===== src/rtl/eeprom_pkg.sv =====
// What this block does
// - Write data is held in a 64-byte cache of 8 pages by 8 bytes.
// - After a Write command, bytes load until Stop; Stop starts programming.
// - Each loaded page costs one page time of at most 5 ms.
// - Past 64 bytes the load pointer wraps to cache page 0 byte 0.
// - While programming, every bus command is ignored without answer.
// - Aligned start writes the bytes to consecutive array addresses, across 4K blocks.
// - First cache page goes to the start page, later ones to following pages.
// - First data byte lands in cache page 0 at the address low bits.
// - Unaligned overflow rolls into the empty leading bytes of cache page 0.
// - Unaligned start programs cache page 0 first, then the rest in order.
// - Only loaded byte positions of a page are programmed.
// - Standby follows Stop and idle logic, and also any error ending.
// - Respond only when control byte select bits equal the strap pins.
// - Data line is only pulled low, never driven high.
// - Data changes only while the serial clock is low, except Start and Stop.
// - No acknowledge to own address while busy, so the master can poll.
// - Bytes aimed at protected blocks are dropped silently, the rest written.
package eeprom_pkg;
   // =====================================================================
   // Timing
   localparam int CLK_MHZ = 50;
   localparam int PAGE_TIME_US = 5000;
   localparam int PAGE_CYC = PAGE_TIME_US * CLK_MHZ;
   // =====================================================================
   // Cache geometry and addressing
   localparam int CACHE_BYTES = 64;
   localparam int PAGE_BYTES = 8;
   localparam int CACHE_PAGES = 8;
   localparam int ADDR_W = 13;
   localparam int FIFO_DEPTH = 8;
   localparam int BLOCK_LSB = 9;
   localparam logic [3:0] DEV_TYPE = 4'hA;
   // =====================================================================
   // Control and sequencing states
   typedef enum logic [1:0] {S_IDLE, S_RX, S_ACK, S_IGN} link_state_t;
   typedef enum logic [2:0] {P_LOAD, P_DRAIN, P_SCAN, P_BYTE, P_WR, P_WAIT} prog_phase_t;
endpackage : eeprom_pkg


===== src/rtl/cache_if.sv =====
`timescale 1ns/1ns
// =====================================================================
// Cache memory port: one write, one registered read
interface cache_if;
   logic we;
   logic [5:0] waddr;
   logic [7:0] wdata;
   logic [5:0] raddr;
   logic [7:0] rdata;
   modport owner (output we, output waddr, output wdata, output raddr, input rdata);
   modport store (input we, input waddr, input wdata, input raddr, output rdata);
endinterface : cache_if


===== src/rtl/byte_fifo.sv =====
`timescale 1ns/1ns
// =====================================================================
// Small synchronous FIFO, valid and ready on both sides
module byte_fifo #(
   parameter int W = 8,
   parameter int DEPTH = eeprom_pkg::FIFO_DEPTH
) (
   input wire logic clock_i, // System clock
   input wire logic arst_n_i, // Async reset, low
   input wire logic in_valid_i, // Push request
   output logic in_ready_o, // Room for a word
   input wire logic [W-1:0] in_data_i, // Push data
   output logic out_valid_o, // Word available
   input wire logic out_ready_i, // Pop request
   output logic [W-1:0] out_data_o // Head word
);
   localparam int PW = $clog2(DEPTH);
   typedef struct packed {
      logic [DEPTH-1:0][W-1:0] mem;
      logic [PW-1:0] wp;
      logic [PW-1:0] rp;
      logic [PW:0] cnt;
   } fifo_state_t;
   fifo_state_t q, d;
   logic push;
   logic pop;

   // Honest full and empty straight from the count
   assign in_ready_o = q.cnt != (PW+1)'(DEPTH);
   assign out_valid_o = q.cnt != '0;
   assign out_data_o = q.mem[q.rp];
   assign push = in_valid_i & in_ready_o;
   assign pop = out_valid_o & out_ready_i;

   // Pointers wrap at the depth, which need not be a power of two
   always_comb
   begin
      d = q;
      if (push)
      begin
         d.mem[q.wp] = in_data_i;
         d.wp = (q.wp == PW'(DEPTH-1)) ? '0 : PW'(q.wp + 1'b1);
      end
      if (pop)
         d.rp = (q.rp == PW'(DEPTH-1)) ? '0 : PW'(q.rp + 1'b1);
      d.cnt = (PW+1)'(q.cnt + push - pop);
   end

   // State register
   always_ff @(posedge clock_i or negedge arst_n_i)
   begin
      if (!arst_n_i)
         q <= '0;
      else
         q <= d;
   end
endmodule : byte_fifo


===== src/rtl/cache_mem.sv =====
`timescale 1ns/1ns
// =====================================================================
// 64-byte page cache with registered read data
module cache_mem (
   input wire logic clock_i, // System clock
   input wire logic arst_n_i, // Async reset, low
   cache_if.store port // Write and read port
);
   typedef struct packed {
      logic [eeprom_pkg::CACHE_BYTES-1:0][7:0] mem;
      logic [7:0] rd;
   } mem_state_t;
   mem_state_t q, d;

   assign port.rdata = q.rd;

   // Read returns the old byte on a same-address write; the owner never overlaps them
   always_comb
   begin
      d = q;
      d.rd = q.mem[port.raddr];
      if (port.we)
         d.mem[port.waddr] = port.wdata;
   end

   // State register
   always_ff @(posedge clock_i or negedge arst_n_i)
   begin
      if (!arst_n_i)
         q <= '0;
      else
         q <= d;
   end
endmodule : cache_mem


===== src/rtl/eeprom_cache_write.sv =====
`timescale 1ns/1ns
// =====================================================================
// Two-wire write front end, page cache and array commit sequencer
module eeprom_cache_write #(
   parameter int PAGE_CYC = eeprom_pkg::PAGE_CYC
) (
   input wire logic clock_i, // 50 MHz system clock
   input wire logic arst_n_i, // Async reset, low
   input wire logic scl_i, // Serial clock pin level
   input wire logic sda_i, // Serial data pin level
   output logic sda_o, // Data pin drive value
   output logic sda_oe_n_o, // Low while pulling data low
   input wire logic [2:0] chip_select_straps_i, // Chip address pins
   input wire logic [3:0] prot_first_i, // First protected 4K block
   input wire logic [3:0] prot_count_i, // Number of protected blocks
   output logic array_we_o, // One-cycle array byte write
   output logic [12:0] array_addr_o, // Array byte address
   output logic [7:0] array_data_o, // Array byte data
   output logic busy_o, // Commit in progress
   output logic standby_o // Nothing pending
);
   localparam int TW = $clog2(PAGE_CYC);
   localparam logic [TW-1:0] TMR_LAST = TW'(PAGE_CYC - 1);

   typedef struct packed {
      logic scl_m;
      logic scl_s;
      logic scl_p;
      logic sda_m;
      logic sda_s;
      logic sda_p;
      logic [2:0] cs_m;
      logic [2:0] cs_s;
      eeprom_pkg::link_state_t st;
      logic [2:0] bitcnt;
      logic [7:0] sh;
      logic [1:0] idx;
      logic drv;
      logic wr;
      logic [12:0] addr;
      logic [5:0] ptr;
      logic [63:0] loaded;
      eeprom_pkg::prog_phase_t ph;
      logic [2:0] pg;
      logic [2:0] by;
      logic [TW-1:0] tmr;
      logic oe_n;
      logic we;
      logic [12:0] waddr;
      logic [7:0] wdata;
   } state_t;
   state_t q, d;

   logic scl_rise;
   logic scl_fall;
   logic start_c;
   logic stop_c;
   logic byte_done;
   logic [7:0] rx_byte;
   logic busy;
   logic ctrl_ok;
   logic push_valid;
   logic fifo_in_ready;
   logic fifo_out_valid;
   logic pop_ready;
   logic pop;
   logic [7:0] fifo_data;
   logic [12:0] tgt;
   logic [4:0] blk;
   logic prot_hit;
   logic go;
   cache_if cif ();

   // =====================================================================
   // Submodules
   byte_fifo #(.W(8), .DEPTH(eeprom_pkg::FIFO_DEPTH)) u_fifo (
      .clock_i(clock_i),
      .arst_n_i(arst_n_i),
      .in_valid_i(push_valid),
      .in_ready_o(fifo_in_ready),
      .in_data_i(rx_byte),
      .out_valid_o(fifo_out_valid),
      .out_ready_i(pop_ready),
      .out_data_o(fifo_data)
   );

   cache_mem u_cache (
      .clock_i(clock_i),
      .arst_n_i(arst_n_i),
      .port(cif.store)
   );

   // =====================================================================
   // Bus condition decode, all on synchronised copies
   assign scl_rise = q.scl_s & ~q.scl_p;
   assign scl_fall = ~q.scl_s & q.scl_p;
   assign start_c = q.scl_s & q.scl_p & q.sda_p & ~q.sda_s;
   assign stop_c = q.scl_s & q.scl_p & ~q.sda_p & q.sda_s;
   assign rx_byte = {q.sh[6:0], q.sda_s};
   assign byte_done = (q.st == eeprom_pkg::S_RX) && scl_rise && (q.bitcnt == 3'h7);
   assign busy = q.ph != eeprom_pkg::P_LOAD;
   // Reads are not handled here, so only a write-type control byte matches
   assign ctrl_ok = (rx_byte[7:4] == eeprom_pkg::DEV_TYPE) && (rx_byte[3:1] == q.cs_s)
      && !rx_byte[0] && !busy;
   assign push_valid = byte_done && (q.idx == 2'h3) && !start_c && !stop_c;

   // Cache fill is held off while a commit reads the cache
   assign pop_ready = (q.ph == eeprom_pkg::P_LOAD) || (q.ph == eeprom_pkg::P_DRAIN);
   assign pop = fifo_out_valid & pop_ready;
   assign cif.we = pop;
   assign cif.waddr = q.ptr;
   assign cif.wdata = fifo_data;
   assign cif.raddr = {q.pg, q.by};

   // Cache page n goes to the start page plus n, byte offset kept
   assign tgt = {10'(q.addr[12:3] + 10'(q.pg)), q.by};
   assign blk = {1'b0, tgt[12:eeprom_pkg::BLOCK_LSB]};
   assign prot_hit = (blk >= {1'b0, prot_first_i})
      && (blk < 5'({1'b0, prot_first_i} + {1'b0, prot_count_i}));

   // =====================================================================
   // Next-state logic
   always_comb
   begin
      d = q;
      go = 1'b0;
      d.scl_m = scl_i;
      d.scl_s = q.scl_m;
      d.scl_p = q.scl_s;
      d.sda_m = sda_i;
      d.sda_s = q.sda_m;
      d.sda_p = q.sda_s;
      d.cs_m = chip_select_straps_i;
      d.cs_s = q.cs_m;
      d.we = 1'b0;
      // Link side: Start and Stop override any bit in flight
      if (start_c)
      begin
         d.st = eeprom_pkg::S_RX;
         d.bitcnt = 3'h0;
         d.idx = 2'h0;
         d.drv = 1'b0;
         d.oe_n = 1'b1;
      end
      else if (stop_c)
      begin
         d.st = eeprom_pkg::S_IDLE;
         d.oe_n = 1'b1;
         if (q.wr && !busy)
         begin
            d.ph = eeprom_pkg::P_DRAIN;
            d.wr = 1'b0;
         end
      end
      else
      begin
         unique case (q.st)
            eeprom_pkg::S_IDLE, eeprom_pkg::S_IGN:
               d.oe_n = 1'b1;
            eeprom_pkg::S_RX:
               if (scl_rise)
               begin
                  d.sh = rx_byte;
                  d.bitcnt = 3'(q.bitcnt + 1'b1);
                  if (q.bitcnt == 3'h7)
                  begin
                     unique case (q.idx)
                        2'h0:
                        begin
                           go = ctrl_ok;
                           if (ctrl_ok)
                           begin
                              d.loaded = '0;
                              d.wr = 1'b0;
                           end
                        end
                        2'h1:
                        begin
                           go = 1'b1;
                           d.addr[12:8] = rx_byte[4:0];
                        end
                        2'h2:
                        begin
                           go = 1'b1;
                           d.addr[7:0] = rx_byte;
                           d.ptr = {3'h0, rx_byte[2:0]};
                        end
                        default:
                        begin
                           // A full FIFO refuses the byte with a missing acknowledge
                           go = fifo_in_ready;
                           d.wr = q.wr | fifo_in_ready;
                        end
                     endcase
                     d.st = go ? eeprom_pkg::S_ACK : eeprom_pkg::S_IGN;
                     d.drv = 1'b0;
                     if (q.idx != 2'h3)
                        d.idx = 2'(q.idx + 1'b1);
                  end
               end
            eeprom_pkg::S_ACK:
               // Pull low on the first clock fall, release on the next
               if (scl_fall)
               begin
                  if (!q.drv)
                  begin
                     d.oe_n = 1'b0;
                     d.drv = 1'b1;
                  end
                  else
                  begin
                     d.oe_n = 1'b1;
                     d.st = eeprom_pkg::S_RX;
                     d.bitcnt = 3'h0;
                  end
               end
         endcase
      end
      // Cache fill, pointer wraps inside the 64 bytes
      if (pop)
      begin
         d.loaded[q.ptr] = 1'b1;
         d.ptr = 6'(q.ptr + 1'b1);
      end
      // Commit sequencer, one page time per loaded page
      unique case (q.ph)
         eeprom_pkg::P_LOAD:
            d.pg = 3'h0;
         eeprom_pkg::P_DRAIN:
            if (!fifo_out_valid)
               d.ph = eeprom_pkg::P_SCAN;
         eeprom_pkg::P_SCAN:
            if (|q.loaded[{q.pg, 3'h0} +: 8])
            begin
               d.ph = eeprom_pkg::P_BYTE;
               d.by = 3'h0;
               d.tmr = TW'(1);
            end
            else if (q.pg == 3'h7)
               d.ph = eeprom_pkg::P_LOAD;
            else
               d.pg = 3'(q.pg + 1'b1);
         eeprom_pkg::P_BYTE:
         begin
            d.ph = eeprom_pkg::P_WR;
            d.tmr = TW'(q.tmr + 1'b1);
         end
         eeprom_pkg::P_WR:
         begin
            d.tmr = TW'(q.tmr + 1'b1);
            if (q.loaded[{q.pg, q.by}] && !prot_hit)
            begin
               d.we = 1'b1;
               d.waddr = tgt;
               d.wdata = cif.rdata;
            end
            d.by = 3'(q.by + 1'b1);
            d.ph = (q.by == 3'h7) ? eeprom_pkg::P_WAIT : eeprom_pkg::P_BYTE;
         end
         eeprom_pkg::P_WAIT:
            if (q.tmr == TMR_LAST)
            begin
               d.ph = (q.pg == 3'h7) ? eeprom_pkg::P_LOAD : eeprom_pkg::P_SCAN;
               d.pg = 3'(q.pg + 1'b1);
            end
            else
               d.tmr = TW'(q.tmr + 1'b1);
         default:
            d.ph = eeprom_pkg::P_LOAD;
      endcase
   end

   // State register; the data line starts released
   always_ff @(posedge clock_i or negedge arst_n_i)
   begin
      if (!arst_n_i)
      begin
         q <= '0;
         q.oe_n <= 1'b1;
         {q.scl_m, q.scl_s, q.scl_p} <= 3'h7; // Idle bus is high, so no false edge at release
         {q.sda_m, q.sda_s, q.sda_p} <= 3'h7;
      end
      else
         q <= d;
   end

   // =====================================================================
   // Outputs
   assign sda_o = 1'b0;
   assign sda_oe_n_o = q.oe_n;
   assign array_we_o = q.we;
   assign array_addr_o = q.waddr;
   assign array_data_o = q.wdata;
   assign busy_o = busy;
   assign standby_o = ((q.st == eeprom_pkg::S_IDLE) || (q.st == eeprom_pkg::S_IGN))
      && !busy && !fifo_out_valid;
endmodule : eeprom_cache_write


===== config.mk =====
export PLATFORM = sky130hd
export DESIGN_NAME = eeprom_cache_write
export DESIGN_NICKNAME = d
export VERILOG_FILES = /design/src/rtl/eeprom_pkg.sv /design/src/rtl/cache_if.sv /design/src/rtl/byte_fifo.sv /design/src/rtl/cache_mem.sv /design/src/rtl/eeprom_cache_write.sv
export SDC_FILE = /design/constraint.sdc
export NUM_CORES = 1
export LEC_CHECK = 0
export ABC_AREA = 1
export BUFFER_PORTS_ARGS = -buffer_cell sky130_fd_sc_hd__buf_2
export CAP_MARGIN = 20
export CORE_MARGIN = 3
export CORE_UTILIZATION = 30
export DETAILED_ROUTE_END_ITERATION = 10
export SYNTH_ARGS = -nofsm -noshare
export SYNTH_HDL_FRONTEND = slang
export SYNTH_HIERARCHICAL = 1
export SYNTH_SLANG_ARGS = --single-unit

===== constraint.sdc =====
create_clock -name clock_i -period 4.9 [get_ports clock_i]
set_input_delay 0.49 -clock clock_i [delete_from_list [all_inputs] [get_ports clock_i]]
set_output_delay 0.49 -clock clock_i [all_outputs]
set_load 0.05 [all_outputs]

* Word-level counts from Yosys, hierarchy flattened
Index checks and enable logic that the tools add are counted.
** Storage, ports and cells
- Register bits :: 756
- Latch bits :: 0
- Bits in writable memories :: 0
- Bits in read-only memories :: 0
- Input port bits :: 15
- Output and inout bits :: 26
- Logic and storage cells :: 315
- Memories :: 0
** Cells by class
- Add/sub/neg operators :: 12
- Multipliers :: 0
- Divide/modulo/power cells :: 0
- $lt $le $gt $ge :: 8
- Equality and inequality tests :: 40
- Shift-type cells :: 1
- Mux-type cells :: 72
- Bitwise operators :: 17
- Reduce and logical (&&, ||, !) cells :: 63
** Operator list (count)
- $bwmux 512 :: 1
- $mux 70 :: 2
- $mux 64 :: 2
- $mux 100 :: 1
- $mux 87 :: 1
- $mux 84 :: 1
- $mux 73 :: 1
- $bwmux 64 :: 1
- $or 64x64->64 :: 1
- $shiftx 64x7->8 :: 1
- $pmux 18 s3 :: 1
- $bmux 8 s6 :: 1
- $demux 8 s6 :: 1
- $mux 22 :: 2
- $mux 3 :: 11
- $mux 8 :: 4
- $mux 14 :: 2
- $bmux 8 s3 :: 1
- $demux 8 s3 :: 1
- $reduce_bool 2->1 :: 12
- $eq 3x3->1 const B :: 7
- $mux 21 :: 1
- $mux 5 :: 4
- $reduce_and 5->1 :: 4
- other kinds (56) :: 149

* Depth between registers and ports, before layout
- Word-level depth :: 19
- Gate-level depth with buffers :: 21
- Depth with buffers taken out :: 20

* Hierarchy
The synthesis kept the hierarchy.
** By module, submodules not included
- cache_mem :: times used 1, cells each 2971, area an instance 23635.2 µm², sequential area each 13012.5 µm²
- eeprom_cache_write :: times used 1, cells each 1075, area an instance 8629.5 µm², sequential area each 3962.6 µm²
- byte_fifo :: times used 1, cells each 577, area an instance 4438.0 µm², sequential area each 1851.8 µm²

* Worst setup path after synthesis
Ideal clock, no wire load.
- Path type :: reg2out
- From :: register, netlist name q[49]
- To :: output port standby_o
- Data arrival time :: 2.236 ns
- Required time :: 4.410 ns
- Setup slack :: 2.174 ns
- Cell stages (with the launch flop) :: 4
- Path buffers :: 0
- Cell sequence :: dfrtp_1 nor2_1 nand2_1 nor3b_1
** RTL lines
- end, declared :: line eeprom_cache_write.sv:20 : output logic standby_o

* Worst setup path in the final report
- From :: register q, in the netlist cif.raddr[4]
- To :: register q, in the netlist array_addr_o[3]
** Between the ends
- Word-level cells in the longest chain between the ends :: 6
- Elaborated cells between the ends (all ways) :: 9
- Classes of those cells :: add/sub (1); order compare (2); mux (2); reduce/logical (4)
** RTL lines
- start, declared :: line eeprom_cache_write.sv:52 : state_t q, d;
- $add 10x3->10 :: line eeprom_cache_write.sv:116 : assign tgt = {10'(q.addr[12:3] + 10'(q.pg)), q.by};
- $lt 4x5->1 or $ge 4x4->1 (tied branches) :: line eeprom_cache_write.sv:119, eeprom_cache_write.sv:118
- $logic_and 1x1->1 :: line eeprom_cache_write.sv:119 : && (blk < 5'({1'b0, prot_first_i} + {1'b0, prot_count_i}));
- $logic_not 1->1 :: line eeprom_cache_write.sv:251 : if (q.loaded[{q.pg, q.by}] && !prot_hit)
- $logic_and 1x1->1 (*) :: line eeprom_cache_write.sv:251
- $reduce_and 2->1 (no line) (*)
Mark *: on every way between the ends. The rest lies on a longest branch, timed or not. The select of a mux whose other input is x is not followed.
A chain may end at the register's enable or synchronous reset.

==> impl_metrics.env <==
export IMPL_insertion_delay_ns=0.66
export IMPL_die_w_um=356
export IMPL_hold_violations=0
export IMPL_clockRootBuffer="clkbuf_16"
export IMPL_overflow=0
export IMPL_dr_pass1_iters=6
export IMPL_final_cells=6155
export IMPL_place_congestion=0.875
export IMPL_crit_arrival_ns=4.12
export IMPL_htree_levels=3
export IMPL_drc_errors=0
export IMPL_slowest_delay_ns=0.47
export IMPL_final_area_um2=40900
export IMPL_path_cells="buf_4 -> inv_1 -> fa_1 -> inv_1 -> nand3_1 -> nand2_2 -> nand3_1 -> nand2_1 -> inv_1 -> ha_1 -> o21ai_0 -> a21oi_1 -> nor2_1 -> o21bai_1 -> nand2_2 -> nand2_4 -> nand2_1 -> nand2_1"
export IMPL_placed_area_um2=37900
export IMPL_core_um2=121000
export IMPL_tns_ns=0
export IMPL_ys_warn_count=6
export IMPL_clock_skew_ns=0.0501
export IMPL_start_util=0.304
export IMPL_powerDensity_nw_per_um2=327
export IMPL_clock_path_buffers=3
export IMPL_status="completed"
export IMPL_cap_violations=0
export IMPL_yosysTopAreaCell="dfrtp_1"
export IMPL_ioPinCount=41
export IMPL_drt_wirelength_per_cell_um=17.2
export IMPL_synth_edf_count=0
export IMPL_dp_cells=5994
export IMPL_dp_hpwl_um=63300
export IMPL_dp_slack_ns=1.30
export IMPL_diodes=0
export IMPL_ys_seq_area_frac=0.513
export IMPL_routed_wl_um=106000
export IMPL_postRouteAntennaNets=0
export IMPL_grt_usage=0.165
export IMPL_vdd_drop_max_mv=0.236
export IMPL_final_cell_mix="nand2_1 (1644), dfrtp_1 (741), nand3_1 (602), o21ai_0 (515), inv_1 (203)"
export IMPL_dieArea_um2=127000
export IMPL_synth_area_um2=36700
export IMPL_avgSynthCellArea_um2=7.94
export IMPL_nets=4536
export IMPL_cts_tree="built"
export IMPL_post_route_period_util=0.733
export IMPL_critPathSlowestCell="fa_1"
export IMPL_drt_iter0_markers=3092
export IMPL_clock_sinks=752
export IMPL_path_buf_inv=4
export IMPL_critPathMaxFanout=24
export IMPL_worstPathRequired_ns=5.43
export IMPL_async_reset_ff_frac=1.00
export IMPL_relSlewSlack=0.266
export IMPL_critPathLaunchType="flop"
export IMPL_final_common_cell="nand2_1"
export IMPL_setup_viol=0
export IMPL_clkSlewWorstSetupHoldPaths_ns=0.06
export IMPL_grt_pass1_vias=28900
export IMPL_io_buffer_count=39
export IMPL_grt_start_max_net_pins=149
export IMPL_synth_area_leaders="dfrtp_1 (51%), nand2_1 (17%), nand3_1 (8.2%)"
export IMPL_drive_above_1_share=0.0707
export IMPL_ys_seq_elements=752
export IMPL_syn_nets=4682
export IMPL_yosysTopAreaCellShare=0.508
export IMPL_num_rows=127
export IMPL_grt_pass1_wl_um=169000
export IMPL_worstMarginPinSlew_ns=1.10
export IMPL_rsz0062_at_grt="false"
export IMPL_critPathKind="flop to flop"
export IMPL_synthFlopType="dfrtp_1"
export IMPL_timing_fmax_mhz=278
export IMPL_vias=30800
export IMPL_slew_violations=0
export IMPL_cp_end_kind="flop"
export IMPL_synth_cells=4623
export IMPL_grt_antenna_before_repair=3
export IMPL_fin_ws_ns=1.31
export IMPL_cts_buffers=81
export IMPL_via_per_inst=5.01
export IMPL_min_period_ns=3.59
export IMPL_hp_class="flop to flop"
export IMPL_dieHeight_um=356
export IMPL_critPathTopFamily="simple AND/OR/NAND/NOR gates"
export IMPL_ctsResizeCount=0
export IMPL_p_leak_nw=18.4
export IMPL_area_delta_synth_final_pct=11.4
export IMPL_synth_cell_types=52
repair_timing:
action,in CTS,in global routing
endpoints found under the setup margin,0,0
hold buffers,6,0
setup buffers,0,0
endpoints found under the hold margin,87,0
cell usage after synthesis, drive strengths merged (2+ instances only):
cell and count:
nand3 611, xor2 9, ha 41, a41oi 2
nand2 1661, buf 118, nor3b 2, nand3b 3
xnor2 8, a21boi 2, nor3 35, o22ai 33
o21ai 522, or2 6, fa 3, clkinv 11
nor4 9, o31ai 5, inv 219, a31oi 4
a21oi 112, clkbuf 201, nand4 82, dfstp 7
dfrtp 745, o211ai 3, nor2 161
where the power goes:
part | switching, mW | leakage [nW] | internal [mW]
clock network | 2.68 | 1.42 | 3.87
logic | 0.348 | 6.55 | 0.114
registers | 0.109 | 10.5 | 6.26
total | 3.13 | 18.4 | 10.3
worst reg2reg max path, cell delays in order (launching register included):
cell and delay [ns]:
dfrtp_1 0.35, buf_4 0.32, inv_1 0.22, fa_1 0.47
inv_1 0.07, nand3_1 0.07, nand2_2 0.13, nand3_1 0.11
nand2_1 0.11, inv_1 0.05, ha_1 0.26, o21ai_0 0.24
a21oi_1 0.10, nor2_1 0.11, o21bai_1 0.08, nand2_2 0.33
nand2_4 0.28, nand2_1 0.12, nand2_1 0.06
routing by layer:
layer / vias up / GRT usage / wire length (µm)
li1: 14800 / - / -
met1: 15000 / 0.237 / 48800
met2: 844 / 0.259 / 48600
met3: 164 / 0.0250 / 6010
met4: 2 / 0.0445 / 2520
met5: - / 0 / 11
cells by family (layout without fill, tap and decap cells):
| group | count (synthesis) | after routing | synth area share |
|---|---|---|---|
| AND/OR/NAND/NOR | 2570 | 2570 | 0.305 |
| flip-flops | 752 | 752 | 0.513 |
| AO/OA/AOI/OAI | 690 | 690 | 0.0969 |
| buffers and inverters | 549 | 469 | 0.0653 |
| adder cells (fa/ha/maj) | 44 | 44 | 0.0156 |
| XOR/XNOR | 17 | 17 | 0.00406 |
| other | 1 | 1 | 0.000102 |
state kept, by name, indices dropped and copies added (netlist names):
| name | count |
|---|---|
| u_cache/q | 512 |
| array_addr_o | 13 |
| cif.raddr | 6 |
| array_we_o | 1 |
| u_cache/port.rdata | 8 |
| sda_oe_n_o | 1 |
| d | 7 |
| q | 116 |
| array_data_o | 8 |
| u_fifo/q | 74 |
| cif.waddr | 6 |
final timing paths:
| check | start | cells after the start | slack, ns | endpoint |
|---|---|---|---|---|
| min in group asynchronous | arst_n_i | 2 | 0.44 | u_fifo/q[53] |
| worst min register to register | d[150] | 0 | 0.35 | q[150] |
| worst max-delay path | cif.raddr[4] | 18 | 1.31 | array_addr_o[3] |
| max in group asynchronous | arst_n_i | 3 | 3.20 | u_cache/q[171] |
| worst max register to register | cif.raddr[4] | 18 | 1.31 | array_addr_o[3] |
| worst min-delay path | d[150] | 0 | 0.35 | q[150] |
through the flow:
step           utilization  total power, mW  hold slack, ns
6_report             0.339             13.4           0.351
5_1_grt              0.339             13.9           0.364
3_5_place_dp         0.314             6.95           0.339
3_3_place_gp         0.314             6.95           0.333
4_1_cts              0.338             13.5           0.353
2_1_floorplan            -             6.67           0.194
layout make-up:
cell class,count,area (µm²)
clock inverters,24,368
flip-flops and latches,752,18800
inverters,230,887
fillers,12600,79700
well taps,1612,2020
repair buffers,90,766
multi-input cells,3322,15500
clock buffers,125,2510
Note: power is estimated with default switching activity, not from simulation.
